$ cat src/design/pxs_pkg.sv
// package for the processor exception sequencer: constants, types, vectors
// What this block does
// [RULE_01] taking exception saves state, supervisor, fetches vector
// [RULE_02] conditions seen out of order, taken in order
// [RULE_03] older instructions and their exceptions go first
// [RULE_04] unmasked async seen at once, taken after drain
// [RULE_05] saved return address holds next instruction address
// [RULE_06] one exception at a time; reset, check preempt
// [RULE_07] several conditions of one instruction taken sequentially
// [RULE_08] recoverable imprecise fp mode behaves as precise
// [RULE_09] interrupt request input is maskable async exception
// [RULE_10] management and monitor interrupts maskable like external
// [RULE_11] maskable async waits for dispatched work to finish
// [RULE_12] external event enable gates all maskable async
// [RULE_13] reset and machine check nonmaskable, taken imprecisely
// [RULE_14] both fp mode bits clear: pipelined, no exceptions
// [RULE_15] low fp mode bit set: fp exception made precise
// [RULE_16] imprecise fp mode may save a later address
// [RULE_17] soft or hard reset vectors to 00100
// [RULE_18] qualified transfer error or check input: 00200
// [RULE_19] bus and cache parity errors raise machine check
// [RULE_20] check enable clear: machine check enters checkstop
// [RULE_21] taking any exception clears machine check enable
// [RULE_22] memory controller drives transfer error on faults
// [RULE_23] bus machine check imprecise to originating instruction
// [RULE_24] interrupt held till handler; vectors to 00500
// [RULE_25] state word copied to saved state before change
package pxs_pkg;

    localparam int unsigned ADDR_W = 8;
    localparam int unsigned DATA_W = 32;
    localparam int unsigned MSW_W  = 8;
    localparam int unsigned VEC_W  = 20;

    // register byte offsets
    localparam logic [7:0] REG_MSW    = 8'h00;
    localparam logic [7:0] REG_SRA    = 8'h04;
    localparam logic [7:0] REG_SMS    = 8'h08;
    localparam logic [7:0] REG_STATUS = 8'h0c;
    localparam logic [7:0] REG_RETURN = 8'h10;

    // machine state word bit positions
    localparam int unsigned MSW_EE  = 0;
    localparam int unsigned MSW_PR  = 1;
    localparam int unsigned MSW_ME  = 2;
    localparam int unsigned MSW_FE0 = 3;
    localparam int unsigned MSW_FE1 = 4;
    localparam int unsigned MSW_IR  = 5;
    localparam int unsigned MSW_DR  = 6;

    localparam logic [7:0] MSW_RESET      = 8'h00;
    // bits kept on exception entry; all others cleared
    localparam logic [7:0] MSW_ENTRY_KEEP = 8'h00;

    localparam logic [19:0] VEC_RESERVED  = 20'h00000;
    localparam logic [19:0] VEC_SYS_RESET = 20'h00100;
    localparam logic [19:0] VEC_MCHECK    = 20'h00200;
    localparam logic [19:0] VEC_DSI       = 20'h00300;
    localparam logic [19:0] VEC_ISI       = 20'h00400;
    localparam logic [19:0] VEC_EXT       = 20'h00500;
    localparam logic [19:0] VEC_ALIGN     = 20'h00600;
    localparam logic [19:0] VEC_PROGRAM   = 20'h00700;
    localparam logic [19:0] VEC_FP        = 20'h00800;
    localparam logic [19:0] VEC_DECR      = 20'h00900;
    localparam logic [19:0] VEC_SMI       = 20'h00a00;
    localparam logic [19:0] VEC_PERF      = 20'h00b00;
    localparam logic [31:0] VEC_BASE      = 32'h00000000;

    typedef enum logic [3:0] {
        CAUSE_NONE    = 4'h0,
        CAUSE_RESET   = 4'h1,
        CAUSE_MCHECK  = 4'h2,
        CAUSE_DSI     = 4'h3,
        CAUSE_ISI     = 4'h4,
        CAUSE_EXT     = 4'h5,
        CAUSE_ALIGN   = 4'h6,
        CAUSE_PROGRAM = 4'h7,
        CAUSE_FP      = 4'h8,
        CAUSE_DECR    = 4'h9,
        CAUSE_SMI     = 4'ha,
        CAUSE_PERF    = 4'hb
    } pxs_cause_t;

    typedef enum logic [4:0] {
        ST_IDLE      = 5'h01,
        ST_DRAIN     = 5'h02,
        ST_SAVE      = 5'h04,
        ST_VECTOR    = 5'h08,
        ST_CHECKSTOP = 5'h10
    } pxs_state_t;

    localparam int unsigned ASYNC_N = 4;
    // maskable sources, lowest index wins
    localparam pxs_cause_t ASYNC_CAUSE [ASYNC_N] =
        '{CAUSE_EXT, CAUSE_SMI, CAUSE_DECR, CAUSE_PERF};

    typedef struct packed {
        logic        valid;
        logic [31:0] pc;
        logic [31:0] next_pc;
        logic        exc_valid;
        pxs_cause_t  exc_cause;
        logic        fp_exc;
    } pxs_retire_t;

    typedef struct packed {
        logic [7:0]  addr;
        logic [31:0] wdata;
        logic        wr;
        logic        rd;
    } pxs_bus_t;

    function automatic logic [19:0] pxs_vector(input pxs_cause_t c);
        case (c)
            CAUSE_RESET:   pxs_vector = VEC_SYS_RESET;
            CAUSE_MCHECK:  pxs_vector = VEC_MCHECK;
            CAUSE_DSI:     pxs_vector = VEC_DSI;
            CAUSE_ISI:     pxs_vector = VEC_ISI;
            CAUSE_EXT:     pxs_vector = VEC_EXT;
            CAUSE_ALIGN:   pxs_vector = VEC_ALIGN;
            CAUSE_PROGRAM: pxs_vector = VEC_PROGRAM;
            CAUSE_FP:      pxs_vector = VEC_FP;
            CAUSE_DECR:    pxs_vector = VEC_DECR;
            CAUSE_SMI:     pxs_vector = VEC_SMI;
            CAUSE_PERF:    pxs_vector = VEC_PERF;
            default:       pxs_vector = VEC_RESERVED;
        endcase
    endfunction

endpackage

$ cat src/design/pxs_async_select.sv
// priority selection among pending maskable asynchronous sources
`timescale 1ns/100ps
module pxs_async_select
    import pxs_pkg::*;
(
    input  wire logic [ASYNC_N-1:0] pending,
    input  wire logic               enable,
    output pxs_cause_t              cause,
    output logic                    valid
);

    logic [ASYNC_N-1:0] masked;
    logic [ASYNC_N-1:0] earlier;

    // one gate per source: a source wins if no lower index is pending
    genvar g;
    generate
        for (g = 0; g < ASYNC_N; g++) begin : gen_src
            assign masked[g] = pending[g] & enable; // RULE_12
            if (g == 0) begin : gen_first
                assign earlier[g] = 1'b0;
            end else begin : gen_rest
                assign earlier[g] = earlier[g-1] | masked[g-1];
            end
        end
    endgenerate

    always_comb begin
        cause = CAUSE_NONE;
        for (int i = 0; i < ASYNC_N; i++) begin
            if (masked[i] && !earlier[i]) begin
                cause = ASYNC_CAUSE[i];
            end
        end
    end

    assign valid = |masked;

endmodule // pxs_async_select

$ cat src/design/pxs_sequencer.sv
// exception recognition, ordering, state save and vectoring for the core
//
// The implementer's own choices: the address-and-strobe port and the address map.
`timescale 1ns/100ps
module pxs_sequencer
    import pxs_pkg::*;
(
    input  wire logic        clock,
    input  wire logic        nrst,
    input  wire pxs_bus_t    bus,
    output logic [31:0]      rd_data,

    input  wire pxs_retire_t retire,
    input  wire logic        rob_empty,
    input  wire logic [31:0] next_fetch_pc,

    input  wire logic        ext_interrupt_req,
    input  wire logic        decrementer_req,
    input  wire logic        system_mgmt_interrupt_input,
    input  wire logic        perf_monitor_req,

    input  wire logic        soft_reset_req,
    input  wire logic        hard_reset_req,

    input  wire logic        machine_check_input,
    input  wire logic        bus_transfer_error,
    input  wire logic        bus_error_qualify,
    input  wire logic        addr_parity_error,
    input  wire logic        data_parity_error,
    input  wire logic        icache_parity_error,
    input  wire logic        dcache_parity_error,

    output logic             dispatch_hold,
    output logic             retire_hold,
    output logic             flush_pipeline,
    output logic             redirect_valid,
    output logic [31:0]      redirect_addr,
    output logic             supervisor_mode,
    output logic             checkstop,
    output logic             fpu_pipelined,
    output logic             fpu_precise
);

    pxs_state_t    state_reg;
    pxs_state_t    state_next;

    logic [7:0]    msw_reg;
    logic [31:0]   sra_reg;
    logic [7:0]    sms_reg;

    pxs_cause_t    pend_cause_reg;
    logic [31:0]   pend_ret_reg;

    pxs_cause_t    last_cause_reg;
    logic [31:0]   redirect_addr_reg;

    logic          return_pulse_reg;
    logic [31:0]   rd_data_reg;

    logic          async_seen_reg;

    logic [ASYNC_N-1:0] async_pending;
    pxs_cause_t    async_cause;
    logic          async_valid;

    logic          sys_reset_src;
    logic          mcheck_src;

    logic          fe0;
    logic          fe1;

    logic          instr_take;
    pxs_cause_t    instr_cause;
    logic [31:0]   instr_ret;

    logic          take_now;
    pxs_cause_t    take_cause;
    logic [31:0]   take_ret;

    logic          to_checkstop;
    logic          in_entry;
    logic          wr_return;

    assign fe0 = msw_reg[MSW_FE0];
    assign fe1 = msw_reg[MSW_FE1];

    // maskable sources in select order: external, management, decr, monitor
    assign async_pending = {perf_monitor_req,
                            decrementer_req,
                            system_mgmt_interrupt_input, // RULE_10
                            ext_interrupt_req};          // RULE_09 RULE_24

    pxs_async_select u_async_select (
        .pending (async_pending),
        .enable  (msw_reg[MSW_EE]),
        .cause   (async_cause),
        .valid   (async_valid)
    );

    assign sys_reset_src = soft_reset_req | hard_reset_req; // RULE_17

    assign mcheck_src = machine_check_input                 // RULE_18
                      | (bus_transfer_error & bus_error_qualify)
                      | addr_parity_error                   // RULE_19
                      | data_parity_error
                      | icache_parity_error
                      | dcache_parity_error;

    assign in_entry = (state_reg == ST_SAVE) || (state_reg == ST_VECTOR);

    // exceptions of the oldest retiring instruction only, so order holds
    always_comb begin
        instr_take  = 1'b0;
        instr_cause = CAUSE_NONE;
        instr_ret   = retire.pc;

        if (retire.valid && retire.exc_valid) begin // RULE_02 RULE_03
            // one cause per pass; rerun finds the next one
            instr_take  = 1'b1; // RULE_07
            instr_cause = retire.exc_cause;
            instr_ret   = retire.pc; // RULE_05
        end else if (retire.valid && retire.fp_exc) begin
            if (fe0) begin
                // precise, also for the recoverable imprecise request
                instr_take  = 1'b1; // RULE_15 RULE_08
                instr_cause = CAUSE_FP;
                instr_ret   = retire.pc;
            end else if (fe1) begin
                // imprecise nonrecoverable: resume after the faulting one
                instr_take  = 1'b1;
                instr_cause = CAUSE_FP;
                instr_ret   = retire.next_pc; // RULE_16
            end
            // both bits clear: the fpu already returned a default result
        end
    end

    // decide what, if anything, is taken this cycle
    always_comb begin
        take_now     = 1'b0;
        take_cause   = CAUSE_NONE;
        take_ret     = next_fetch_pc;
        to_checkstop = 1'b0;

        if (sys_reset_src) begin
            // preempts anything, including an entry in progress
            take_now   = 1'b1; // RULE_06 RULE_13
            take_cause = CAUSE_RESET;
        end else if (state_reg == ST_CHECKSTOP) begin
            take_now = 1'b0;
        end else if (mcheck_src) begin
            // imprecise: no wait for the instruction behind the bus cycle
            if (msw_reg[MSW_ME]) begin
                take_now   = 1'b1; // RULE_13 RULE_23
                take_cause = CAUSE_MCHECK;
            end else begin
                to_checkstop = 1'b1; // RULE_20
            end
        end else if (!in_entry && instr_take) begin
            take_now   = 1'b1; // RULE_03
            take_cause = instr_cause;
            take_ret   = instr_ret;
        end else if (state_reg == ST_DRAIN && rob_empty && !retire.valid
                     && async_valid) begin
            take_now   = 1'b1; // RULE_04 RULE_11
            take_cause = async_cause;
            take_ret   = next_fetch_pc; // RULE_05
        end
    end

    always_comb begin
        state_next = state_reg;

        case (state_reg)
            ST_IDLE: begin
                if (async_valid) begin
                    state_next = ST_DRAIN; // RULE_04
                end
            end

            ST_DRAIN: begin
                if (!async_valid) begin
                    state_next = ST_IDLE;
                end
            end

            ST_SAVE: begin
                state_next = ST_VECTOR;
            end

            ST_VECTOR: begin
                state_next = ST_IDLE;
            end

            ST_CHECKSTOP: begin
                state_next = ST_CHECKSTOP;
            end

            default: begin
                state_next = ST_IDLE;
            end
        endcase
        // checkstop and exception entry override the step above
        if (to_checkstop) begin
            state_next = ST_CHECKSTOP;
        end else if (take_now) begin
            state_next = ST_SAVE;
        end
    end

    always_ff @(posedge clock) begin
        if (!nrst) begin
            state_reg <= ST_IDLE;
        end else begin
            state_reg <= state_next;
        end
    end

    // cause and return address latched when the exception is taken
    always_ff @(posedge clock) begin
        if (!nrst) begin
            pend_cause_reg <= CAUSE_NONE;
            pend_ret_reg   <= 32'h00000000;
        end else if (take_now && !to_checkstop) begin
            pend_cause_reg <= take_cause;
            pend_ret_reg   <= take_ret;
        end
    end

    always_ff @(posedge clock) begin
        if (!nrst) begin
            async_seen_reg <= 1'b0;
        end else if (state_reg == ST_SAVE) begin
            async_seen_reg <= 1'b0;
        end else if (async_valid) begin
            async_seen_reg <= 1'b1; // RULE_04
        end
    end

    assign wr_return = bus.wr && (bus.addr == REG_RETURN)
                     && (state_reg == ST_IDLE) && !take_now;

    // machine state word: save wins over software writes
    always_ff @(posedge clock) begin
        if (!nrst) begin
            msw_reg <= MSW_RESET;
        end else if (state_reg == ST_SAVE) begin
            // supervisor, interrupts off, check enable cleared
            msw_reg <= msw_reg & MSW_ENTRY_KEEP; // RULE_01 RULE_21
        end else if (wr_return) begin
            msw_reg <= sms_reg;
        end else if (bus.wr && bus.addr == REG_MSW) begin
            msw_reg <= bus.wdata[MSW_W-1:0];
        end
    end

    always_ff @(posedge clock) begin
        if (!nrst) begin
            sms_reg <= MSW_RESET;
        end else if (state_reg == ST_SAVE) begin
            // old word captured on the same edge it is changed
            sms_reg <= msw_reg; // RULE_25
        end else if (bus.wr && bus.addr == REG_SMS) begin
            sms_reg <= bus.wdata[MSW_W-1:0];
        end
    end

    always_ff @(posedge clock) begin
        if (!nrst) begin
            sra_reg <= 32'h00000000;
        end else if (state_reg == ST_SAVE) begin
            sra_reg <= pend_ret_reg; // RULE_01 RULE_05
        end else if (bus.wr && bus.addr == REG_SRA) begin
            sra_reg <= bus.wdata;
        end
    end

    always_ff @(posedge clock) begin
        if (!nrst) begin
            last_cause_reg <= CAUSE_NONE;
        end else if (state_reg == ST_SAVE) begin
            last_cause_reg <= pend_cause_reg;
        end
    end

    // fetch redirect: exception vector or return to the saved address
    always_ff @(posedge clock) begin
        if (!nrst) begin
            redirect_addr_reg <= 32'h00000000;
        end else if (state_reg == ST_SAVE) begin
            redirect_addr_reg <= VEC_BASE
                | {12'h000, pxs_vector(pend_cause_reg)}; // RULE_01
        end else if (wr_return) begin
            redirect_addr_reg <= sra_reg;
        end
    end

    always_ff @(posedge clock) begin
        if (!nrst) begin
            return_pulse_reg <= 1'b0;
        end else begin
            return_pulse_reg <= wr_return;
        end
    end

    always_ff @(posedge clock) begin
        if (!nrst) begin
            rd_data_reg <= 32'h00000000;
        end else if (bus.rd) begin
            case (bus.addr)
                REG_MSW:    rd_data_reg <= {24'h000000, msw_reg};
                REG_SRA:    rd_data_reg <= sra_reg;
                REG_SMS:    rd_data_reg <= {24'h000000, sms_reg};
                REG_STATUS: rd_data_reg <= {16'h0000,
                                            3'h0, state_reg,
                                            async_seen_reg,
                                            mcheck_src,
                                            async_valid,
                                            1'b0,
                                            last_cause_reg};
                default:    rd_data_reg <= 32'h00000000;
            endcase
        end else begin
            rd_data_reg <= 32'h00000000;
        end
    end

    assign rd_data         = rd_data_reg;

    // no new dispatch while draining or entering
    assign dispatch_hold   = (state_reg != ST_IDLE) || async_valid; // RULE_11
    assign retire_hold     = in_entry || (state_reg == ST_CHECKSTOP);

    assign flush_pipeline  = (state_reg == ST_SAVE);
    assign redirect_valid  = (state_reg == ST_VECTOR) || return_pulse_reg;
    assign redirect_addr   = redirect_addr_reg;

    assign supervisor_mode = !msw_reg[MSW_PR]; // RULE_01
    assign checkstop       = (state_reg == ST_CHECKSTOP);
    assign fpu_pipelined   = !fe0 && !fe1; // RULE_14
    assign fpu_precise     = fe0; // RULE_15 RULE_08

endmodule // pxs_sequencer

$ cat config.mk
export PLATFORM = sky130hd
export DESIGN_NAME = pxs_sequencer
export DESIGN_NICKNAME = d
export VERILOG_FILES = /design/src/design/pxs_pkg.sv /design/src/design/pxs_async_select.sv /design/src/design/pxs_sequencer.sv
export SDC_FILE = /design/constraint.sdc
export NUM_CORES = 1
export LEC_CHECK = 0
export BUFFER_PORTS_ARGS = -buffer_cell sky130_fd_sc_hd__clkbuf_2
export CORE_MARGIN = 2
export CORE_UTILIZATION = 25
export CTS_BUF_LIST = sky130_fd_sc_hd__clkbuf_8 sky130_fd_sc_hd__clkbuf_16
export CTS_CLUSTER_SIZE = 25
export DETAILED_ROUTE_END_ITERATION = 8
export PLACE_DENSITY = 0.46
export SYNTH_ARGS = -nofsm -noshare
export SYNTH_HDL_FRONTEND = slang
export SYNTH_HIERARCHICAL = 1
export SYNTH_SLANG_ARGS = --single-unit
$ cat constraint.sdc
create_clock -name clock -period 4.1 [get_ports clock]
set_clock_uncertainty 0.05 [all_clocks]
set_input_delay 0.82 -clock clock [delete_from_list [all_inputs] [get_ports clock]]
set_output_delay 0.82 -clock clock [all_outputs]
set_load 0.1 [all_outputs]
Word level (Yosys, flattened, before mapping)
Memories as Yosys holds them, arrays and structs flattened. A register that Yosys moved wholly into a read port is not among the register bits. Cells that the tools add are included.

Equality and inequality tests: 16. Mux-type cells: 52. Bitwise operators: 14. Reductions and logical operators: 44.

Operators by type and width (count): $mux 32 (10); $pmux 32 s4 (1); $mux 4 (14); $mux 20 (2); $mux 8 (4); $mux 5 (4); $pmux 5 s4 (1); $logic_and 1x1->1 (17); $eq 8x4->1 const B (2); $mux 1 (14); $logic_not 1->1 (10); $eq 8x3->1 const B (1); $eq 8x5->1 const B (1); $logic_not 8->1 (1); $ne 4x4->1 const B (2); $or 1x1->1 (8); $reduce_and 2->1 (4); $reduce_bool 2->1 (4); $ne 3x3->1 const B (2); $and 1x1->1 (5); $eq 5x1->1 const B (1); $eq 5x2->1 const B (1); $eq 5x3->1 const B (1); $eq 5x4->1 const B (1); other kinds (10) (15).

Register bits after elaboration: 159. Memory bits (read-only): 64. Input port bits: 161. Logic and storage cells: 141. Memories kept: 1.

Memories: (name not given) (words 16, width 4, read ports 1, clocked after Yosys merged registers in 1, write ports 0, line pxs_pkg.sv:114) `case (c)`.

Logic depth before layout (Yosys ltp)
Gate-level depths: netlist of the first run.

Depth after elaboration: 13. Mapped depth: 10.

Cells and area by module
The synthesis of the first run kept the hierarchy.

Modules (own cells, without submodules): pxs_sequencer (times used 1, cells each 781, area each 6907.9 µm²); pxs_async_select (times used 1, cells each 10, area each 61.3 µm²).

Worst setup path before layout of the first run
OpenSTA, ideal clock, no wires.

Kind: flip-flop to output port. Start: reg state_reg[3]. End: out retire_hold. Arrival time: 2729 ps. Required time: 3230 ps. Path slack: 501 ps. Stages on the path, launching flop included: 4. Cell sequence: dfxtp_1 -> xor2_1 -> o21ai_0 -> nor3_1.

Longest elaborated chain between the ends: 3. Elaborated cells on any way between the ends: 5.

RTL lines: from (decl) (line pxs_sequencer.sv:44) `pxs_state_t state_reg;`; from (signal assigned) (line pxs_sequencer.sv:215) `state_reg <= state_next;`; $eq 5x3->1 or $eq 5x4->1 (tied branches) (line pxs_sequencer.sv:109) `assign in_entry = (state_reg == ST_SAVE) || (state_reg == ST_VECTOR);`; $logic_or 1x1->1 (line pxs_sequencer.sv:109); $logic_or 1x1->1 (*) (line pxs_sequencer.sv:332) `assign retire_hold = in_entry || (state_reg == ST_CHECKSTOP);`; to (decl) (line pxs_sequencer.sv:34) `output logic retire_hold,`.

Every way passes the cells marked *; elsewhere a longest branch is shown, timed or not.

Final worst setup path of the first run
Start: in perf_monitor_req. End: reg msw_reg[7].

Longest elaborated chain between the ends: 11. Elaborated cells on any way between the ends: 12.

RTL lines: from (decl) (line pxs_sequencer.sv:20) `input wire logic perf_monitor_req,`; $and 1x1->1 (*) (line pxs_async_select.sv:19) `assign masked[g] = pending[g] & enable;`; $reduce_or 4->1 (*) (line pxs_async_select.sv:37) `assign valid = |masked;`; named net async_valid (line pxs_sequencer.sv:64) `logic async_valid;`; $logic_and 1x1->1 (*) (line pxs_sequencer.sv:164) `&& async_valid) begin`; $mux 1 (*) (line pxs_sequencer.sv:163) `end else if (state_reg == ST_DRAIN && rob_empty && !retire.valid`; $mux 1 (*) (line pxs_sequencer.sv:159) `end else if (!in_entry && instr_take) begin`; $mux 1 (*) (line pxs_sequencer.sv:151) `end else if (mcheck_src) begin`; $mux 1 (*) (line pxs_sequencer.sv:149) `end else if (state_reg == ST_CHECKSTOP) begin`; $mux 1 (*) (line pxs_sequencer.sv:145) `if (sys_reset_src) begin`; $logic_not 1->1 (*) (line pxs_sequencer.sv:241) `&& (state_reg == ST_IDLE) && !take_now;`; $logic_and 1x1->1 (*) (line pxs_sequencer.sv:241); $mux 8 or $reduce_bool 2->1 (tied branches); to (signal assigned) (line pxs_sequencer.sv:249) `msw_reg <= msw_reg & MSW_ENTRY_KEEP;`; to (signal assigned) (line pxs_sequencer.sv:251) `msw_reg <= sms_reg;`; to (signal assigned) (line pxs_sequencer.sv:253) `msw_reg <= bus.wdata[MSW_W-1:0];`; to (decl) (line pxs_sequencer.sv:47) `logic [7:0] msw_reg;`.

Mark *: on every way through the listed nets, which the timed path passes. The rest lies on a longest branch. A chain may end at the register's enable or synchronous reset.

==> results of run 1 <==
==> cell families after synthesis <==
group | after synthesis
compound gates | 229
buf+inv | 65
xor+xnor | 1
simple gates | 241
mux | 92
flops | 163
==> layer usage <==
layer / wire length [um] / up-vias / part of all wire, % / GRT usage [%]
li1: - / 3183 / - / -
met1: 10800 / 2839 / 47 / 21.6
met2: 10700 / 174 / 47 / 24.7
met3: 1050 / 22 / 4.6 / 2.91
met4: 340 / 0 / 1.5 / 5.20
met5: 0 / - / 0 / 0
==> power groups by stage <==
stage          Sequential, mW  Combinational, mW  Clock [mW]
6_report                 1.68              0.307        1.60
5_1_grt                  1.68              0.340        1.71
4_1_cts                  1.68              0.311        1.64
3_5_place_dp             1.71              0.310           0
3_3_place_gp             1.71              0.308           0
2_1_floorplan            1.71              0.156           0
==> synth_stat cells, types with 2 or more instances <==
cell type / instances / area share, %
a211oi_1: 11 / 1.2
a21o_1: 2 / 0.22
a21oi_1: 115 / 8.3
a22oi_1: 7 / 0.75
and2_1: 21 / 1.9
and3_1: 2 / 0.18
buf_1: 5 / 0.27
buf_2: 3 / 0.22
buf_6: 5 / 0.81
clkbuf_1: 39 / 2.1
dfxtp_1: 163 / 47
inv_1: 10 / 0.54
mux2i_1: 85 / 12
mux4_2: 7 / 2.3
nand2_1: 101 / 5.4
nand2b_1: 2 / 0.18
nand3_1: 6 / 0.43
nand3b_1: 4 / 0.43
nand4_1: 2 / 0.18
nor2_1: 66 / 3.6
nor2b_1: 9 / 0.81
nor3_1: 11 / 0.79
nor3_2: 2 / 0.29
nor4_1: 2 / 0.18
o21ai_0: 78 / 5.6
==> critical path: cells and delay by family <==
kind                   cells  cell delay, ps
AOI/OAI and AO/OA          4            1390
buffers and inverters      1              90
and+or+nand+nor            4             950
==> layout make-up <==
| cell class | count | area, um^2 | area share [%] |
|---|---|---|---|
| Clock buffer | 17 | 425 | 4.69 |
| Clock inverter | 15 | 165 | 1.82 |
| Inverter | 10 | 37.5 | 0.414 |
| Multi-Input combinational cell | 563 | 3450 | 38.0 |
| Sequential cell | 163 | 3260 | 36.0 |
| Tap cell | 378 | 473 | 5.22 |
| Timing Repair Buffer | 243 | 1260 | 13.9 |
==> final timing paths <==
check                         from         endpoint  slack, ps  depth (start not counted)
setup / recovery  perf_monitor_req       msw_reg[7]       1070                          9
hold / removal     pend_ret_reg[9]  pend_ret_reg[9]        400                          2
setup reg to reg        msw_reg[0]       msw_reg[0]       1460                          7
hold reg to reg    pend_ret_reg[9]  pend_ret_reg[9]        400                          2
==> layout by cell type, fill, tap and decap left out, types with 2 or more instances in the layout <==
master        n
a211oi_1     11
a21o_1        2
a21oi_1     114
a21oi_2       2
a22oi_1       7
and2_1       21
and3_1        2
buf_4        10
clkbuf_16    17
clkbuf_2    232
clkinv_8      2
clkinvlp_4    4
dfxtp_1     163
inv_1        10
inv_6         6
mux2i_1      85
mux4_2        7
nand2_1     101
nand2b_1      2
nand3_1       5
nand3b_1      4
nand4_1       2
nor2_1       65
nor2b_1       9
nor3_1       11
nor3_2        2
nor4_1        2
o21ai_0      78
==> results.toml, run 1 <==
[status]
status = "finished clean"

[pwr]
power.net_switching_mw = 0.962
ir_drop_mv = 0.254
p_per_area_nw_per_um2 = 395
total_power_mw = 3.58
swShare_pct = 26.8
seqPwrFrac_pct = 46.8
clockPowerShare_pct = 44.7
pwr-share-comb_pct = 8.6
leakagePower_nw = 3.61
p_int_mw = 2.62

[synth]
synth-edff-count = 0
synth_flop_cell = "dfxtp_1"
mappedNetlistArea_um2 = 6970
synthXorXnorAreaFrac_pct = 0.126
synth_top_family_by_area = "compound AO/OA/AOI/OAI gates"
synth_compound_area_share_pct = 18.4
synth_nets = 952
synth_fa_ha_area_share_pct = 0
syn_avg_cell_area_um2 = 8.81
synthArstFlopShare_pct = 0
syn_inst = 791
synth.mux.area_fraction_pct = 14.5
ys_ff_latch = 163
yosys_warnings = 6
ys_seq_area_share_pct = 46.8
synthDistinctLibCells = 58
synthSimpleGateAreaFrac_pct = 15.9

[routing]
vias_per_cell = 4.48
drc = 0
wire_per_inst_um = 16.4
final_antenna_net_count = 0
drtIter0Drc = 266
dr.pass1.iters = 4
routed-via-count = 6218
finalWirelength_mm = 22.8

[setup_path]
max_stage_delay_ps = 650
end_kind = "register"
path_class = "in2reg"
crit_arrival_ps = 3260
critPathRequiredTime_ps = 4330
worstSetupStartpointType = "input pin"
crit_chain = "clkbuf_2, or2_1, o31a_1, and3b_1, and4_1, a211o_4, a211o_2, nor2_1, a211oi_1"
slowest_stage = "a211o_2"
cp_max_fo = 40

[floorplan]
num_rows = 61
core_area_um2 = 27600
io_pins = 233
die-area_um2 = 29200
die_y_um = 171
start_util_pct = 25.2
chipWidth_um = 171

[sta]
holdWs_ps = 399
worst_pin_slew_ps = 790
finalHoldViolations = 0
max_freq_mhz = 330
fin_crit_ps = 3030
slew_viol_final = 0
max_slew_margin_pct = 47.3
final-setup-viol-count = 0
setup_slack_ps = 1070
period_share_pct = 74.0
rsz0062_at_grt = "false"
timing.setup.tns_ps = 0

[clock_network]
htree_levels = 4
cts_buffers = 17
cts_resized = 0
clk_path_buf_depth = 2
clock_latency_ps = 430
cts_root_buf = "clkbuf_16"
cts_tree = "yes"
post_cts_buffers = 0
clkTransAtPathRegs_ps = 70
cts_num_sinks = 163
cts_hold_buf = 0

[finish]
stdcell_area_um2 = 9070
fillers = 3007
final_util_pct = 32.8
final_nets = 1159
syn2layout_area_growth_pct = 30.1
antennaDiodeCount = 0
drive_gt1_share_pct = 30.0
layout.cells.non_filler = 1389

[placed_design]
io_buffers = 232
dp.cells = 1357
hpwl_mm = 16.8
gp_congestion = 0.847
detailedPlace.worstSlack_ps = 615
placed_area_um2 = 8480

[global_route]
grt_pass1_vias = 5973
gr-total-overflow = 0
antenna_found_initial = 0
grt_pass1_wl_mm = 34.7
grt_max_degree = 65
track_usage_pct = 15.7

[min_path]
holdCritPathClass = "reg2reg"

[run]
maxCapViolCount = 0
No activity file was read; power rests on OpenSTA's default activity.
==> run 2: changes to the inputs <==
--- a/config.mk
+++ b/config.mk
@@ -5,6 +5,7 @@
 export SDC_FILE = /design/constraint.sdc
 export NUM_CORES = 1
 export LEC_CHECK = 0
+export ABC_AREA = 1
 export BUFFER_PORTS_ARGS = -buffer_cell sky130_fd_sc_hd__clkbuf_2
 export CORE_MARGIN = 2
 export CORE_UTILIZATION = 25
==> constraint.sdc (replaced) <==
create_clock -name clock -period 2.9 [get_ports clock]
set_clock_uncertainty 0.05 [all_clocks]
set_input_delay 0.58 -clock clock [delete_from_list [all_inputs] [get_ports clock]]
set_output_delay 0.58 -clock clock [all_outputs]
set_load 0.1 [all_outputs]
==> results.toml, run 2 <==
[synth]
ys_seq_area_share_pct = 43.5
yosys-top-cells-count = "nand2_1 (252), dfxtp_1 (163), inv_1 (136), o21ai_0 (107), a21oi_1 (93)"
syn_inst = 1083
mappedNetlistArea_um2 = 7510
synth_top_area_share_pct = 43.5
syn_avg_cell_area_um2 = 6.93
synth_flop_cell = "dfxtp_1"
yosysMostFrequentCell = "nand2_1"
synthDistinctLibCells = 37
yosysTopAreaCell = "dfxtp_1"
ys_ff_latch = 163
synth-edff-count = 0
synth_nets = 1244
synthArstFlopShare_pct = 0
yosys_warnings = 6
synthTopCellsByArea = "dfxtp_1 (43%), nand2_1 (13%), o21ai_0 (7.1%)"

[setup_path]
path_class = "reg2out"
crit_arrival_ps = 2000
worstSetupStartpointType = "register"
cp_top_family = "buffers and inverters"
slowest_stage = "dfxtp_1"
crit_top_cell = "nand2_1"
end_kind = "primary output"
critPathRequiredTime_ps = 2270
cp_max_fo = 8
crit_buf_inv = 2
crit_chain = "nand2_1, nand4_1, inv_1, nand2_1, clkbuf_2"
max_stage_delay_ps = 520

[floorplan]
io_pins = 233
die-area_um2 = 31400
chipWidth_um = 177
core_area_um2 = 29600
die_y_um = 177
num_rows = 63
start_util_pct = 25.3

[pwr]
leakagePower_nw = 4.55
ir_drop_mv = 0.375
p_per_area_nw_per_um2 = 534

[global_route]
gr-total-overflow = 0
track_usage_pct = 16.9
grt_pass1_wl_mm = 40.4
antenna_found_initial = 1
grt_max_degree = 65
grt_pass1_vias = 7311

[clock_network]
clkTransAtPathRegs_ps = 70
cts_num_sinks = 163
clk_path_buf_depth = 2
htree_levels = 4
cts_resized = 0
clock_latency_ps = 430
cts_buffers = 17
cts_tree = "yes"
cts_hold_buf = 0
post_cts_buffers = 0
cts_root_buf = "clkbuf_16"

[min_path]
holdCritPathClass = "in2reg"

[routing]
routed-via-count = 7599
final_antenna_net_count = 0
drtIter0Drc = 541
wire_per_inst_um = 15.4
finalWirelength_mm = 26.2
drc = 0
vias_per_cell = 4.47
dr.pass1.iters = 5

[sta]
timing.setup.tns_ps = 0
worst_pin_slew_ps = 913
slew_viol_final = 0
max_freq_mhz = 380
final-setup-viol-count = 0
period_share_pct = 90.7
max_slew_margin_pct = 39.1
fin_crit_ps = 2630
rsz0062_at_grt = "false"
finalHoldViolations = 0

[finish]
fillers = 3300
layout_commonest_cell = "nand2_1"
stdcell_area_um2 = 9730
final_nets = 1459
drive_gt1_share_pct = 24.4
final_util_pct = 32.8
antennaDiodeCount = 0
syn2layout_area_growth_pct = 29.6
mostFrequentLayoutCells = "nand2_1 (252), clkbuf_2 (231), dfxtp_1 (163)"

[status]
status = "finished clean"

[run]
maxCapViolCount = 0

[placed_design]
io_buffers = 232
placed_area_um2 = 9130
gp_congestion = 0.805
hpwl_mm = 20.1
==> run 2: changes by cell type in the layout (fill, tap and decap cells not counted), moves of 29 or more <==
cell | before | now
nand3_1 | 5 | 43
mux2i_1 | 85 | 0
o21ai_1 | 0 | 31
inv_1 | 10 | 136
o21ai_0 | 78 | 107
nand2_1 | 101 | 252
==> run 2: path summary, 6_finish.rpt <==
path | from | to | slack (ps) | cells after the start
max | msw_reg[0] | dispatch_hold | 270 | 5
min | bus[17] | sra_reg[15] | 340 | 3
max reg2reg | msw_reg[0] | pend_ret_reg[1] | 410 | 13
min reg2reg | redirect_addr[29] | redirect_addr[29] | 390 | 2
==> run 2: kinds of logic (layout without fill, tap and decap cells) <==
group | after synthesis | in the layout | share of synthesized area, %
flip-flops | 163 | 163 | 43.5
AND/OR/NAND/NOR | 420 | 420 | 23.8
AO/OA/AOI/OAI | 290 | 290 | 21.3
buffers and inverters | 210 | 438 | 11.4
==> run 2: worst min-delay path: stages <==
cell and delay, ps:
clkbuf_2 80, nand2_1 50, a311oi_1 70
==> run 2: cell type report <==
class | count | area, um^2 | area share [%]
tap | 390 | 488 | 5.02
inverter | 150 | 566 | 5.81
clock inverter | 15 | 168 | 1.72
timing repair buffer | 256 | 1410 | 14.5
sequential | 163 | 3260 | 33.5
multi-input combinational | 710 | 3410 | 35.1
clock buffer | 17 | 425 | 4.37
==> run 2: per-layer routing <==
layer,wire length (um),track usage (%),vias up
li1,-,-,3970
met1,12300,22.7,3363
met2,11800,26.8,245
met3,1840,4.78,19
met4,233,3.59,2
met5,13,0,-
==> run 2: stage by stage <==
stage / power, mW / hold WS, ps / setup WS (ps) / std cells
5_1_grt: 5.42 / 341 / 55.6 / 1701
3_5_place_dp: 2.95 / 386 / 306 / 1669
3_3_place_gp: 2.95 / 385 / 335 / 1669
6_report: 5.20 / 341 / 268 / 1701
2_1_floorplan: 2.71 / 375 / 277 / 1083
4_1_cts: 5.25 / 325 / 207 / 1701
==> run 2: where the power goes <==
group          switching (mW)  internal (mW)  total (mW)
Sequential             0.0631           2.31        2.37
Clock                    1.07           1.23        2.30
Combinational           0.325          0.197       0.521
Total                    1.46           3.74        5.20
